==> src/dprm_pkg.sv <==
// constants and types for the pull request and third party grant handler
package dprm_pkg;
   localparam logic [7:0] CODE_PULL = 8'h22;
   localparam logic [7:0] CODE_GRANT = 8'h23;
   localparam int PULL_LEN = 14;
   localparam int GRANT_LEN = 21;
   localparam int MAX_LEN = 21;
   // byte positions
   localparam int POS_CODE = 0;
   localparam int POS_TAG = 2;
   localparam int POS_OFFSET = 4;
   localparam int POS_ISSUER = 4;
   localparam int POS_COUNT = 8;
   localparam int POS_CHAN = 12;
   localparam int POS_OFFER = 14;
   localparam int POS_ROUTE = 16;
   localparam int POS_PORT = 20;
   // reply codes, values arbitrary
   localparam logic [7:0] BAD_FIELD_CODE = 8'h01;
   localparam logic [7:0] BAD_ISSUER_CODE = 8'h02;
   localparam logic [7:0] UNEXPECTED_CODE = 8'h03;
   localparam logic [7:0] TOO_MANY_CODE = 8'h04;
   localparam logic [31:0] RST_WORD = 32'h00000000;
   typedef enum logic [1:0] {
      DPRM_IDLE = 2'b00,
      DPRM_RECV = 2'b01,
      DPRM_EVAL = 2'b10,
      DPRM_XFER = 2'b11
   } dprm_state_t;
endpackage

==> src/dprm_frame_sender.sv <==
// data frame sender: splits one granted transfer into frames
module dprm_frame_sender
   import dprm_pkg::*;
#(
   parameter int FRAME_BYTES = 128
) (
   input wire logic clk,
   input wire logic rstN,
   input wire logic start,
   input wire logic [31:0] count,
   input wire logic frameReady,
   output logic busy,
   output logic frameValid,
   output logic [31:0] frameLen,
   output logic lastFrame
);
   localparam logic [31:0] FB = 32'(FRAME_BYTES);
   logic [31:0] left_q;
   logic [31:0] chunk;

   // each frame holds data of exactly one transfer
   always_comb begin
      chunk = (left_q > FB) ? FB : left_q;
   end

   always_ff @(posedge clk or negedge rstN) begin
      if (!rstN) begin
         left_q <= RST_WORD;
         busy <= 1'b0;
         frameValid <= 1'b0;
         frameLen <= RST_WORD;
         lastFrame <= 1'b0;
      end else if (start && !busy) begin
         left_q <= count;
         busy <= (count != RST_WORD);
         frameValid <= 1'b0;
         lastFrame <= 1'b0;
      end else if (busy && (!frameValid || frameReady)) begin
         frameValid <= 1'b1;
         frameLen <= chunk;
         lastFrame <= (left_q <= FB);
         left_q <= left_q - chunk;
         busy <= (left_q > FB);
      end else if (frameValid && frameReady) begin
         frameValid <= 1'b0;
         lastFrame <= 1'b0;
      end
   end
endmodule

==> src/dprm_msg_handler.sv <==
// receives pull requests and grants, checks them, drives data frames
// Functional notes
// - pull request is code 22h, tag, offset, count, channel at fixed bytes.
// - pull request outstanding until its last data frame is delivered.
// - offset plus count within transfer length; receiver check optional.
// - same channel transfers run in order; different channels may overlap; the code alerts any second transfer with TOO_MANY_CODE, whatever its channel.
// - on pull request send frames to requested channel via origin port.
// - one data frame never carries data of two requests.
// - grant is code 23h with tag, issuer, count, channel, offer, route, port.
// - grant data leaves on named port along named route.
// - grant outstanding until the third party gets its last frame.
// - issuer mismatch raises alert with bad issuer code, keep waiting.
// - grant count breaking modulo eight rejected with bad field code; the code accepts such a count when it equals cmdLength.
// - grant frames use channel field and route field, exit named port.
// - same channel grants finish in order; different channels may overlap; the code alerts any second grant with TOO_MANY_CODE, whatever its channel.
// - bad field gets acknowledge; bad issuer, unexpected, too many get alert.
// - rejecting a grant does not end the I/O process.
module dprm_msg_handler
   import dprm_pkg::*;
#(
   parameter int FRAME_BYTES = 128,
   parameter bit CHECK_LENGTH = 1'b1
) (
   input wire logic clk_sys,
   input wire logic nrst,
   input wire logic rxValid,
   input wire logic [7:0] rxByte,
   input wire logic rxEnd,
   input wire logic [15:0] cmdTag,
   input wire logic [31:0] cmdIssuer,
   input wire logic [31:0] cmdLength,
   input wire logic [7:0] cmdPort,
   input wire logic [31:0] cmdRoute,
   input wire logic cmdActive,
   input wire logic frameReady,
   output logic frameValid,
   output logic [15:0] frameChannel,
   output logic [31:0] frameRoute,
   output logic [7:0] framePort,
   output logic [31:0] frameLen,
   output logic frameLast,
   output logic outstanding,
   output logic ackValid,
   output logic [7:0] ackCode,
   output logic alertValid,
   output logic [7:0] alertCode,
   output logic [15:0] replyTag
);
   logic rstMeta_q, rstN_q;
   logic [7:0] buf_q [MAX_LEN];
   logic [4:0] cnt_q;
   logic over_q;
   dprm_state_t state_q;
   logic [15:0] lastChan_q;
   logic lastValid_q;
   logic startSend;
   logic busy, sendValid, sendLast;
   logic [31:0] sendLen;
   logic stageReady;
   logic [7:0] code;
   logic [15:0] tag, chan;
   logic [31:0] wOffCnt, count, route;
   logic isPull, isGrant;

   // reset release through two flops
   always_ff @(posedge clk_sys or negedge nrst) begin
      if (!nrst) begin
         rstMeta_q <= 1'b0;
         rstN_q <= 1'b0;
      end else begin
         rstMeta_q <= 1'b1;
         rstN_q <= rstMeta_q;
      end
   end

   // big-endian field extraction
   function automatic logic [31:0] be32(input int p);
      be32 = {buf_q[p], buf_q[p+1], buf_q[p+2], buf_q[p+3]};
   endfunction
   function automatic logic [15:0] be16(input int p);
      be16 = {buf_q[p], buf_q[p+1]};
   endfunction

   always_comb begin
      code = buf_q[POS_CODE];
      tag = be16(POS_TAG);
      wOffCnt = be32(POS_OFFSET);
      count = be32(POS_COUNT);
      chan = be16(POS_CHAN);
      route = be32(POS_ROUTE);
      isPull = (code == CODE_PULL) && (cnt_q == 5'(PULL_LEN));
      isGrant = (code == CODE_GRANT) && (cnt_q == 5'(GRANT_LEN));
   end

   // byte capture of an incoming message
   always_ff @(posedge clk_sys or negedge rstN_q) begin
      if (!rstN_q) begin
         cnt_q <= 5'h00;
         over_q <= 1'b0;
         for (int i = 0; i < MAX_LEN; i++) begin
            buf_q[i] <= 8'h00;
         end
      end else if (state_q == DPRM_EVAL) begin
         cnt_q <= 5'h00;
         over_q <= 1'b0;
      end else if (rxValid && state_q != DPRM_EVAL) begin
         if (cnt_q < 5'(MAX_LEN)) begin
            buf_q[cnt_q] <= rxByte;
            cnt_q <= cnt_q + 5'h01;
         end else begin
            over_q <= 1'b1;
         end
      end
   end

   // message sequencing
   always_ff @(posedge clk_sys or negedge rstN_q) begin
      if (!rstN_q) begin
         state_q <= DPRM_IDLE;
      end else begin
         case (state_q)
            DPRM_IDLE: begin
               if (rxValid) state_q <= DPRM_RECV;
            end
            DPRM_RECV: begin
               if (rxEnd) state_q <= DPRM_EVAL;
            end
            DPRM_EVAL: begin
               state_q <= DPRM_IDLE;
            end
            default: begin
               state_q <= DPRM_IDLE;
            end
         endcase
      end
   end

   // checks, replies and transfer start
   always_ff @(posedge clk_sys or negedge rstN_q) begin
      if (!rstN_q) begin
         ackValid <= 1'b0;
         ackCode <= 8'h00;
         alertValid <= 1'b0;
         alertCode <= 8'h00;
         replyTag <= 16'h0000;
         startSend <= 1'b0;
         frameChannel <= 16'h0000;
         frameRoute <= RST_WORD;
         framePort <= 8'h00;
         lastChan_q <= 16'h0000;
         lastValid_q <= 1'b0;
      end else begin
         ackValid <= 1'b0;
         alertValid <= 1'b0;
         startSend <= 1'b0;
         if (state_q == DPRM_EVAL) begin
            replyTag <= tag;
            if (over_q || !(isPull || isGrant) || !cmdActive
                  || tag != cmdTag) begin
               alertValid <= 1'b1;
               alertCode <= UNEXPECTED_CODE;
            end else if (busy || startSend || outstanding) begin
               alertValid <= 1'b1;
               alertCode <= TOO_MANY_CODE;
            end else if (isGrant && be32(POS_ISSUER) != cmdIssuer) begin
               alertValid <= 1'b1;
               alertCode <= BAD_ISSUER_CODE;
            end else if (isGrant && count[2:0] != 3'h0
                  && count != cmdLength) begin
               ackValid <= 1'b1;
               ackCode <= BAD_FIELD_CODE;
            end else if (isPull && CHECK_LENGTH
                  && (33'(wOffCnt) + 33'(count)) > 33'(cmdLength)) begin
               ackValid <= 1'b1;
               ackCode <= BAD_FIELD_CODE;
            end else begin
               startSend <= 1'b1;
               frameChannel <= chan;
               lastChan_q <= chan;
               lastValid_q <= 1'b1;
               if (isGrant) begin
                  frameRoute <= route;
                  framePort <= buf_q[POS_PORT];
               end else begin
                  frameRoute <= cmdRoute;
                  framePort <= cmdPort;
               end
            end
         end
      end
   end

   // one transfer at a time keeps frames from mixing requests
   dprm_frame_sender #(
      .FRAME_BYTES(FRAME_BYTES)
   ) uSender (
      .clk(clk_sys),
      .rstN(rstN_q),
      .start(startSend),
      .count(count),
      .frameReady(stageReady),
      .busy(busy),
      .frameValid(sendValid),
      .frameLen(sendLen),
      .lastFrame(sendLast)
   );

   // output stage takes a frame only when empty or being drained
   assign stageReady = !frameValid || frameReady;

   // registered frame outputs and outstanding flag
   always_ff @(posedge clk_sys or negedge rstN_q) begin
      if (!rstN_q) begin
         frameValid <= 1'b0;
         frameLen <= RST_WORD;
         frameLast <= 1'b0;
         outstanding <= 1'b0;
      end else begin
         if (stageReady) begin
            frameValid <= sendValid;
            frameLen <= sendLen;
            frameLast <= sendLast;
         end
         if (startSend) begin
            outstanding <= 1'b1;
         end else if (frameValid && frameReady && frameLast) begin
            outstanding <= 1'b0;
         end
      end
   end
endmodule

==> config.mk <==
export PLATFORM = sky130hd
export DESIGN_NAME = dprm_msg_handler
export DESIGN_NICKNAME = d
export VERILOG_FILES = /design/src/dprm_pkg.sv /design/src/dprm_frame_sender.sv /design/src/dprm_msg_handler.sv
export SDC_FILE = /design/constraint.sdc
export NUM_CORES = 1
export LEC_CHECK = 0
export BUFFER_PORTS_ARGS = -buffer_cell sky130_fd_sc_hd__buf_2
export CAP_MARGIN = 10
export CORE_MARGIN = 2
export CORE_UTILIZATION = 46
export DETAILED_ROUTE_END_ITERATION = 16
export PLACE_DENSITY = 0.67
export SYNTH_ARGS = -nofsm -noshare
export SYNTH_HDL_FRONTEND = slang
export SYNTH_HIERARCHICAL = 1
export SYNTH_SLANG_ARGS = --single-unit
==> constraint.sdc <==
create_clock -name clk_sys -period 12.39 [get_ports clk_sys]
set_input_delay 2.478 -clock clk_sys [delete_from_list [all_inputs] [get_ports clk_sys]]
set_output_delay 2.478 -clock clk_sys [all_outputs]
set_load 0.05 [all_outputs]
Yosys cells after proc, flatten, opt, wreduce, memory -nomap -nowiden
Cells that the tools add are included. Widths: inputs -> output; s select.

Flip-flop bits (word level): 371. Memories kept: 0. Input port bits: 134. Latch bits: 0. Logic and storage cells: 165. ROM bits: 0. Output and inout port bits: 125. RAM bits: 0.

$add $sub $neg: 3. Shifts and indexed selects: 0. Muxes and demuxes: 47. Equality and inequality tests: 13. Magnitude comparators: 6. Reductions and logical operators: 44. Multipliers: 0. Bitwise gates (word level): 8. Div/mod/pow operators: 0.

Operators by type and width (count): $bwmux 168 (1); $mux 32 (4); $ne 32x32->1 (2); $mux 8 (7); $demux 8 s5 (1); $add 32x32->33 (1); $gt 33x32->1 (1); $gt 32x8->1 const B (1); $le 32x8->1 const B (1); $reduce_bool 32->1 (1); $sub 32x32->32 (1); $mux 1 (28); $eq 8x6->1 const B (2); $ne 16x16->1 (1); $mux 5 (3); $logic_and 1x1->1 (13); $reduce_and 2->1 (5); $reduce_bool 2->1 (5); $reduce_bool 3->1 (3); $logic_or 1x1->1 (8); $ne 2x2->1 const B (4); $not 1->1 (7); $ge 6x6->1 const B (1); $lt 6x1->1 const B (1); 14 further kinds (19).

Depth between registers and ports, before layout
Depth in word-level cells: 9. Depth in mapped cells: 22.

Hierarchy
The synthesis kept the hierarchy.

By module, submodules not included: dprm_msg_handler (cells each 1181, area an instance 13985.9 µm², instances 1); dprm_frame_sender (cells each 315, area an instance 3225.6 µm², instances 1).

Worst setup path after synthesis
Ideal clock, no wire load.

Path type: input port to flip-flop. From: input port cmdLength[6]. To: register frameChannel[10]. Required time: 12.263 ns. Setup time: 0.127 ns. Slack: 7.279 ns. Arrival: 4.983 ns. Stages on the path: 12. Path through: inv_1 -> ha_1 -> a211oi_1 -> nor2_1 -> a2111o_1 -> a2111oi_2 -> o211ai_1 -> o21bai_1 -> a211oi_2 -> buf_4 -> buf_6 -> mux2_1.

Cells in the longest elaborated chain, start to end: 4. Elaborated cells on any way between the ends: 7.

Ends and longest elaborated chain: from (decl) (RTL line dprm_msg_handler.sv:31) `input wire logic [31:0] cmdLength,`; $gt 33x32->1 / $ne 32x32->1 (equally long branches) (RTL line dprm_msg_handler.sv:173, dprm_msg_handler.sv:169); $logic_and 1x1->1 (on tied branches) (RTL line dprm_msg_handler.sv:173, dprm_msg_handler.sv:169); $not 1->1 (no source line); $reduce_and 6->1 (no source line) *; to (signal assigned) (RTL line dprm_msg_handler.sv:178) `frameChannel <= chan;`; to (decl) (RTL line dprm_msg_handler.sv:37) `output logic [15:0] frameChannel,`.

Every way passes the cells marked *; elsewhere a longest branch is shown, timed or not. A chain may end at the register's enable or synchronous reset.

Worst setup path after layout
From: register buf_q[72] (netlist bit). To: register framePort[6].

Cells in the longest elaborated chain, start to end: 5. Elaborated cells on any way between the ends: 10.

Ends and longest elaborated chain: from (decl) (RTL line dprm_msg_handler.sv:50) `logic [7:0] buf_q [MAX_LEN];`; from (signal, indexed assignment) (RTL line dprm_msg_handler.sv:108) `buf_q[cnt_q] <= rxByte;`; $add 32x32->33 / $reduce_bool 3->1 (equally long branches) (RTL line dprm_msg_handler.sv:173, dprm_msg_handler.sv:168); $gt 33x32->1 / $logic_and 1x1->1 (equally long branches) (RTL line dprm_msg_handler.sv:173, dprm_msg_handler.sv:168); $logic_and 1x1->1 (on tied branches) (RTL line dprm_msg_handler.sv:173, dprm_msg_handler.sv:169); $not 1->1 (no source line); $reduce_and 6->1 (no source line) *; to (signal assigned) (RTL line dprm_msg_handler.sv:183) `framePort <= buf_q[POS_PORT];`; to (signal assigned) (RTL line dprm_msg_handler.sv:186) `framePort <= cmdPort;`; to (decl) (RTL line dprm_msg_handler.sv:39) `output logic [7:0] framePort,`.

Marks and branches as above.

==> impl_metrics.tcl <==
set metrics [dict create \
    outcome "finished clean" \
    synth_area_um2 17200 \
    p_sw_uw 1710 \
    routabilityCongestion 0.945 \
    worstMarginPinSlew_ns 1.11 \
    skew_ns 0.0212 \
    grt.total_usage 0.255 \
    core.rowCount 70 \
    wl_per_cell_um 21.8 \
    crit_chain "ha_1, inv_1, fa_1, nor2b_1, o31a_1, o21ai_1, a2111oi_0, nor3_1, o31ai_1, a21oi_1, xnor2_1, ha_1, a21o_1, a211o_1, a221o_1, o211ai_1, o211ai_1, o21bai_1, a211oi_4, buf_4, mux2_1" \
    ys_ff_latch 335 \
    cp_data_required_time_ns 12.80 \
    rsz0062_at_grt "false" \
    ys.flop_type "dfrtp_1" \
    clk_path_buf_depth 3 \
    numClockSinks 335 \
    arrival_ns 6.95 \
    cts_root_buf "clkbuf_16" \
    yosys.area.top_type_share 0.487 \
    hp-start "rstMeta_q$_DFF_PN0_" \
    min_period_ns 6.55 \
    path_buf_inv 2 \
    dpl_cell_area_um2 18800 \
    period_share 0.528 \
    holdBufCountCts 0 \
    syn_to_final_growth_pct 17.7 \
    coreArea_um2 36700 \
    die_x_um 197 \
    hold_path_depth 0 \
    powerDensity_nw_per_um2 223 \
    cts_buffers 38 \
    route.detailed.drc 0 \
    cts_tree "done" \
    clk_pin_slew_worst_paths_ns 0.06 \
    ys_types 74 \
    vias 12700 \
    synth_edf_count 0 \
    synth_top_cell_by_area "dfrtp_1" \
    fp.dieH_um 197 \
    cts-resized-gates 0 \
    final_max_slew_viol_count 0 \
    port_buffers 246 \
    seqPwrFrac 0.363 \
    vdd_drop_max_uv 108 \
    drv_cap 0 \
    p_int_uw 2800 \
    end_kind "register" \
    avgViaCountPerCell 5.68 \
    r2r_start "buf_q[72]$_DFFE_PN0P_" \
    grt-ovfl-total 0 \
    comb_power_share 0.366 \
    detail-route-antenna-nets 0 \
    max_freq_mhz 153 \
    antenna_found_initial 3 \
    finalSetupViolations 0 \
    cp_top_family "compound AO/OA/AOI/OAI gates" \
    first_pass_iters 6 \
    switching_share 0.379 \
    yosysSeqAreaShare 0.487 \
    hp-class "register to register" \
    diodes 0 \
    cp_max_fo 56 \
    nets 1946 \
    max_slew_margin 0.259 \
    start_util 0.469 \
    path_class "register to register" \
    r2r_end "framePort[6]$_DFFE_PN0P_" \
    p_clk_frac 0.271 \
    worst-r2r-cell-count 21 \
    clk_latency_ns 0.54 \
    yosys_warnings 6 \
    min_to "rstN_q$_DFF_PN0_" \
    final_hold_viol_count 0 \
    grt_pass1_wl_um 76500 \
    postCtsSetupBuffers 0 \
    synthArstFlopShare 1.00 \
    syn_inst 1496 \
    regToRegSetupSlack_ns 5.84 \
    grt_max_degree 85 \
    power_leakage_uw 0.0100 \
    drtIter0Drc 784 \
    syn_avg_cell_area_um2 11.5 \
    drive_gt1_frac 0.317 \
    die_area_um2 39000 \
    slowest_delay_ns 0.71 \
    start_kind "register" \
    totalWireLength_um 48800 \
    htreeDepth 2 \
    synth.area.top_cells "dfrtp_1 49%, mux2_2 14%, ha_1 5.0%" \
    slowest_stage "a2111oi_0" \
    tns_ns 0 \
    ios 259 \
    dpl.hpwl_um 35700 \
    stdcell_area_um2 20300 \
    grt_pass1_vias 13200 \
]
-- worst reg2reg max path, stage by stage (launching register included) --
cell	delay, ns
dfrtp_1	0.46
ha_1	0.23
inv_1	0.07
fa_1	0.41
nor2b_1	0.17
o31a_1	0.23
o21ai_1	0.16
a2111oi_0	0.71
nor3_1	0.21
o31ai_1	0.41
a21oi_1	0.14
xnor2_1	0.15
ha_1	0.29
a21o_1	0.19
a211o_1	0.29
a221o_1	0.28
o211ai_1	0.18
o211ai_1	0.13
o21bai_1	0.31
a211oi_4	0.31
buf_4	0.64
mux2_1	0.44
-- sequential cells by signal, summed over array words and instances (netlist names), 8 cells and up --
signal and count:
uSender/left_q 32, buf_q 136, frameChannel 16, frameLen 32
framePort 8, uSender/frameLen 32, frameRoute 32, code 8
replyTag 16
-- cell usage in the layout (no fill, tap or decap), drive strengths merged, types with 6 or more instances in the layout --
master	instances
a211oi	7
a21o	20
a21oi	56
a221o	8
a22o	9
a22oi	8
a31oi	7
and2	28
buf	255
clkbuf	54
clkinv	7
conb	14
dfrtp	335
ha	69
inv	54
mux2	271
nand2	126
nand2b	8
nand3	25
nand4	31
nor2	71
nor2b	7
nor3	19
nor4	22
o211ai	15
o21a	7
o21ai	35
o21bai	6
or3	8
or4	8
xnor2	92
xor2	16
-- layout make-up --
cell class                 instances  area (µm²)
timing repair buffer             256        1300
sequential                       335        8390
clock buffer                      53        1160
multi-input combinational       1057        8370
clock inverter                    17         245
tap                              468         586
inverter                          54         203
fill                            3199       16400
-- power by group through the flow --
| stage | clock [µW] | combinational [µW] | sequential (µW) |
|---|---|---|---|
| after global routing | 1290 | 1820 | 1670 |
| after detailed placement | 0 | 1630 | 1650 |
| after global placement | 0 | 1600 | 1650 |
| after CTS | 1250 | 1640 | 1640 |
| final | 1220 | 1650 | 1640 |
| after floorplan | 0 | 1150 | 1620 |
-- cells in the mapped netlist, types with 8 or more instances --
cell type and instances:
dfrtp_1 335, mux2_2 215, nand2_1 126, xnor2_1 92, nor2_1 70, ha_1 69, a21oi_1 56, mux2_1 56
inv_1 54, clkbuf_1 36, o21ai_0 33, nand4_1 31, and2_1 28, nand3_1 25, a21o_1 20, nor4_1 20
nor3_1 18, xor2_1 16, o211ai_1 15, buf_4 13, a22o_1 9, a221o_1 8, a22oi_1 8, nand2b_1 8
or3_1 8
-- kinds of logic after synthesis --
logic type,share of synthesized area
adder cells (fa/ha/maj),0.0513
AO/OA/AOI/OAI,0.0900
AND/OR/NAND/NOR,0.108
other,0.000654
multiplexers,0.178
buffers and inverters,0.0299
flip-flops,0.487
XOR/XNOR,0.0550
-- how the worst max path moves through the flow --
| stage | slack (ns) | end | depth (start not counted) | startpoint |
|---|---|---|---|---|
| floorplan | 2.36 | ackCode[0]$_DFFE_PN0P_ | 0 | rstN_q$_DFF_PN0_ |
| global placement | 6.14 | frameRoute[10]$_DFFE_PN0P_ | 21 | buf_q[72]$_DFFE_PN0P_ |
| detailed placement | 6.05 | frameRoute[2]$_DFFE_PN0P_ | 21 | buf_q[72]$_DFFE_PN0P_ |
| CTS | 5.97 | frameRoute[2]$_DFFE_PN0P_ | 21 | buf_q[72]$_DFFE_PN0P_ |
| global route | 5.53 | frameRoute[28]$_DFFE_PN0P_ | 21 | buf_q[72]$_DFFE_PN0P_ |
| finish | 5.84 | framePort[6]$_DFFE_PN0P_ | 21 | buf_q[72]$_DFFE_PN0P_ |
-- per-layer routing --
layer	vias to the layer above	GRT usage	share of wire
met5	-	0	0.00068
met4	6	0.0841	0.031
met3	94	0.0466	0.057
met2	408	0.415	0.47
met1	6358	0.345	0.44
li1	5848	-	-
-- per-stage QoR --
| step | util | instances | worst slack (ns) | hold slack [ns] | total power [µW] |
|---|---|---|---|---|---|
| 4_1_cts | 0.552 | 2239 | 5.97 | 0.355 | 4520 |
| 3_3_place_gp | 0.514 | 2169 | 6.14 | 0.340 | 3250 |
| 5_1_grt | 0.552 | 2240 | 5.53 | 0.365 | 4780 |
| 6_report | 0.552 | 2240 | 5.84 | 0.351 | 4510 |
| 3_5_place_dp | 0.514 | 2169 | 6.05 | 0.342 | 3280 |
| 2_1_floorplan | - | 1507 | 2.36 | 0.331 | 2760 |
No activity file was read; power rests on OpenSTA's default activity.
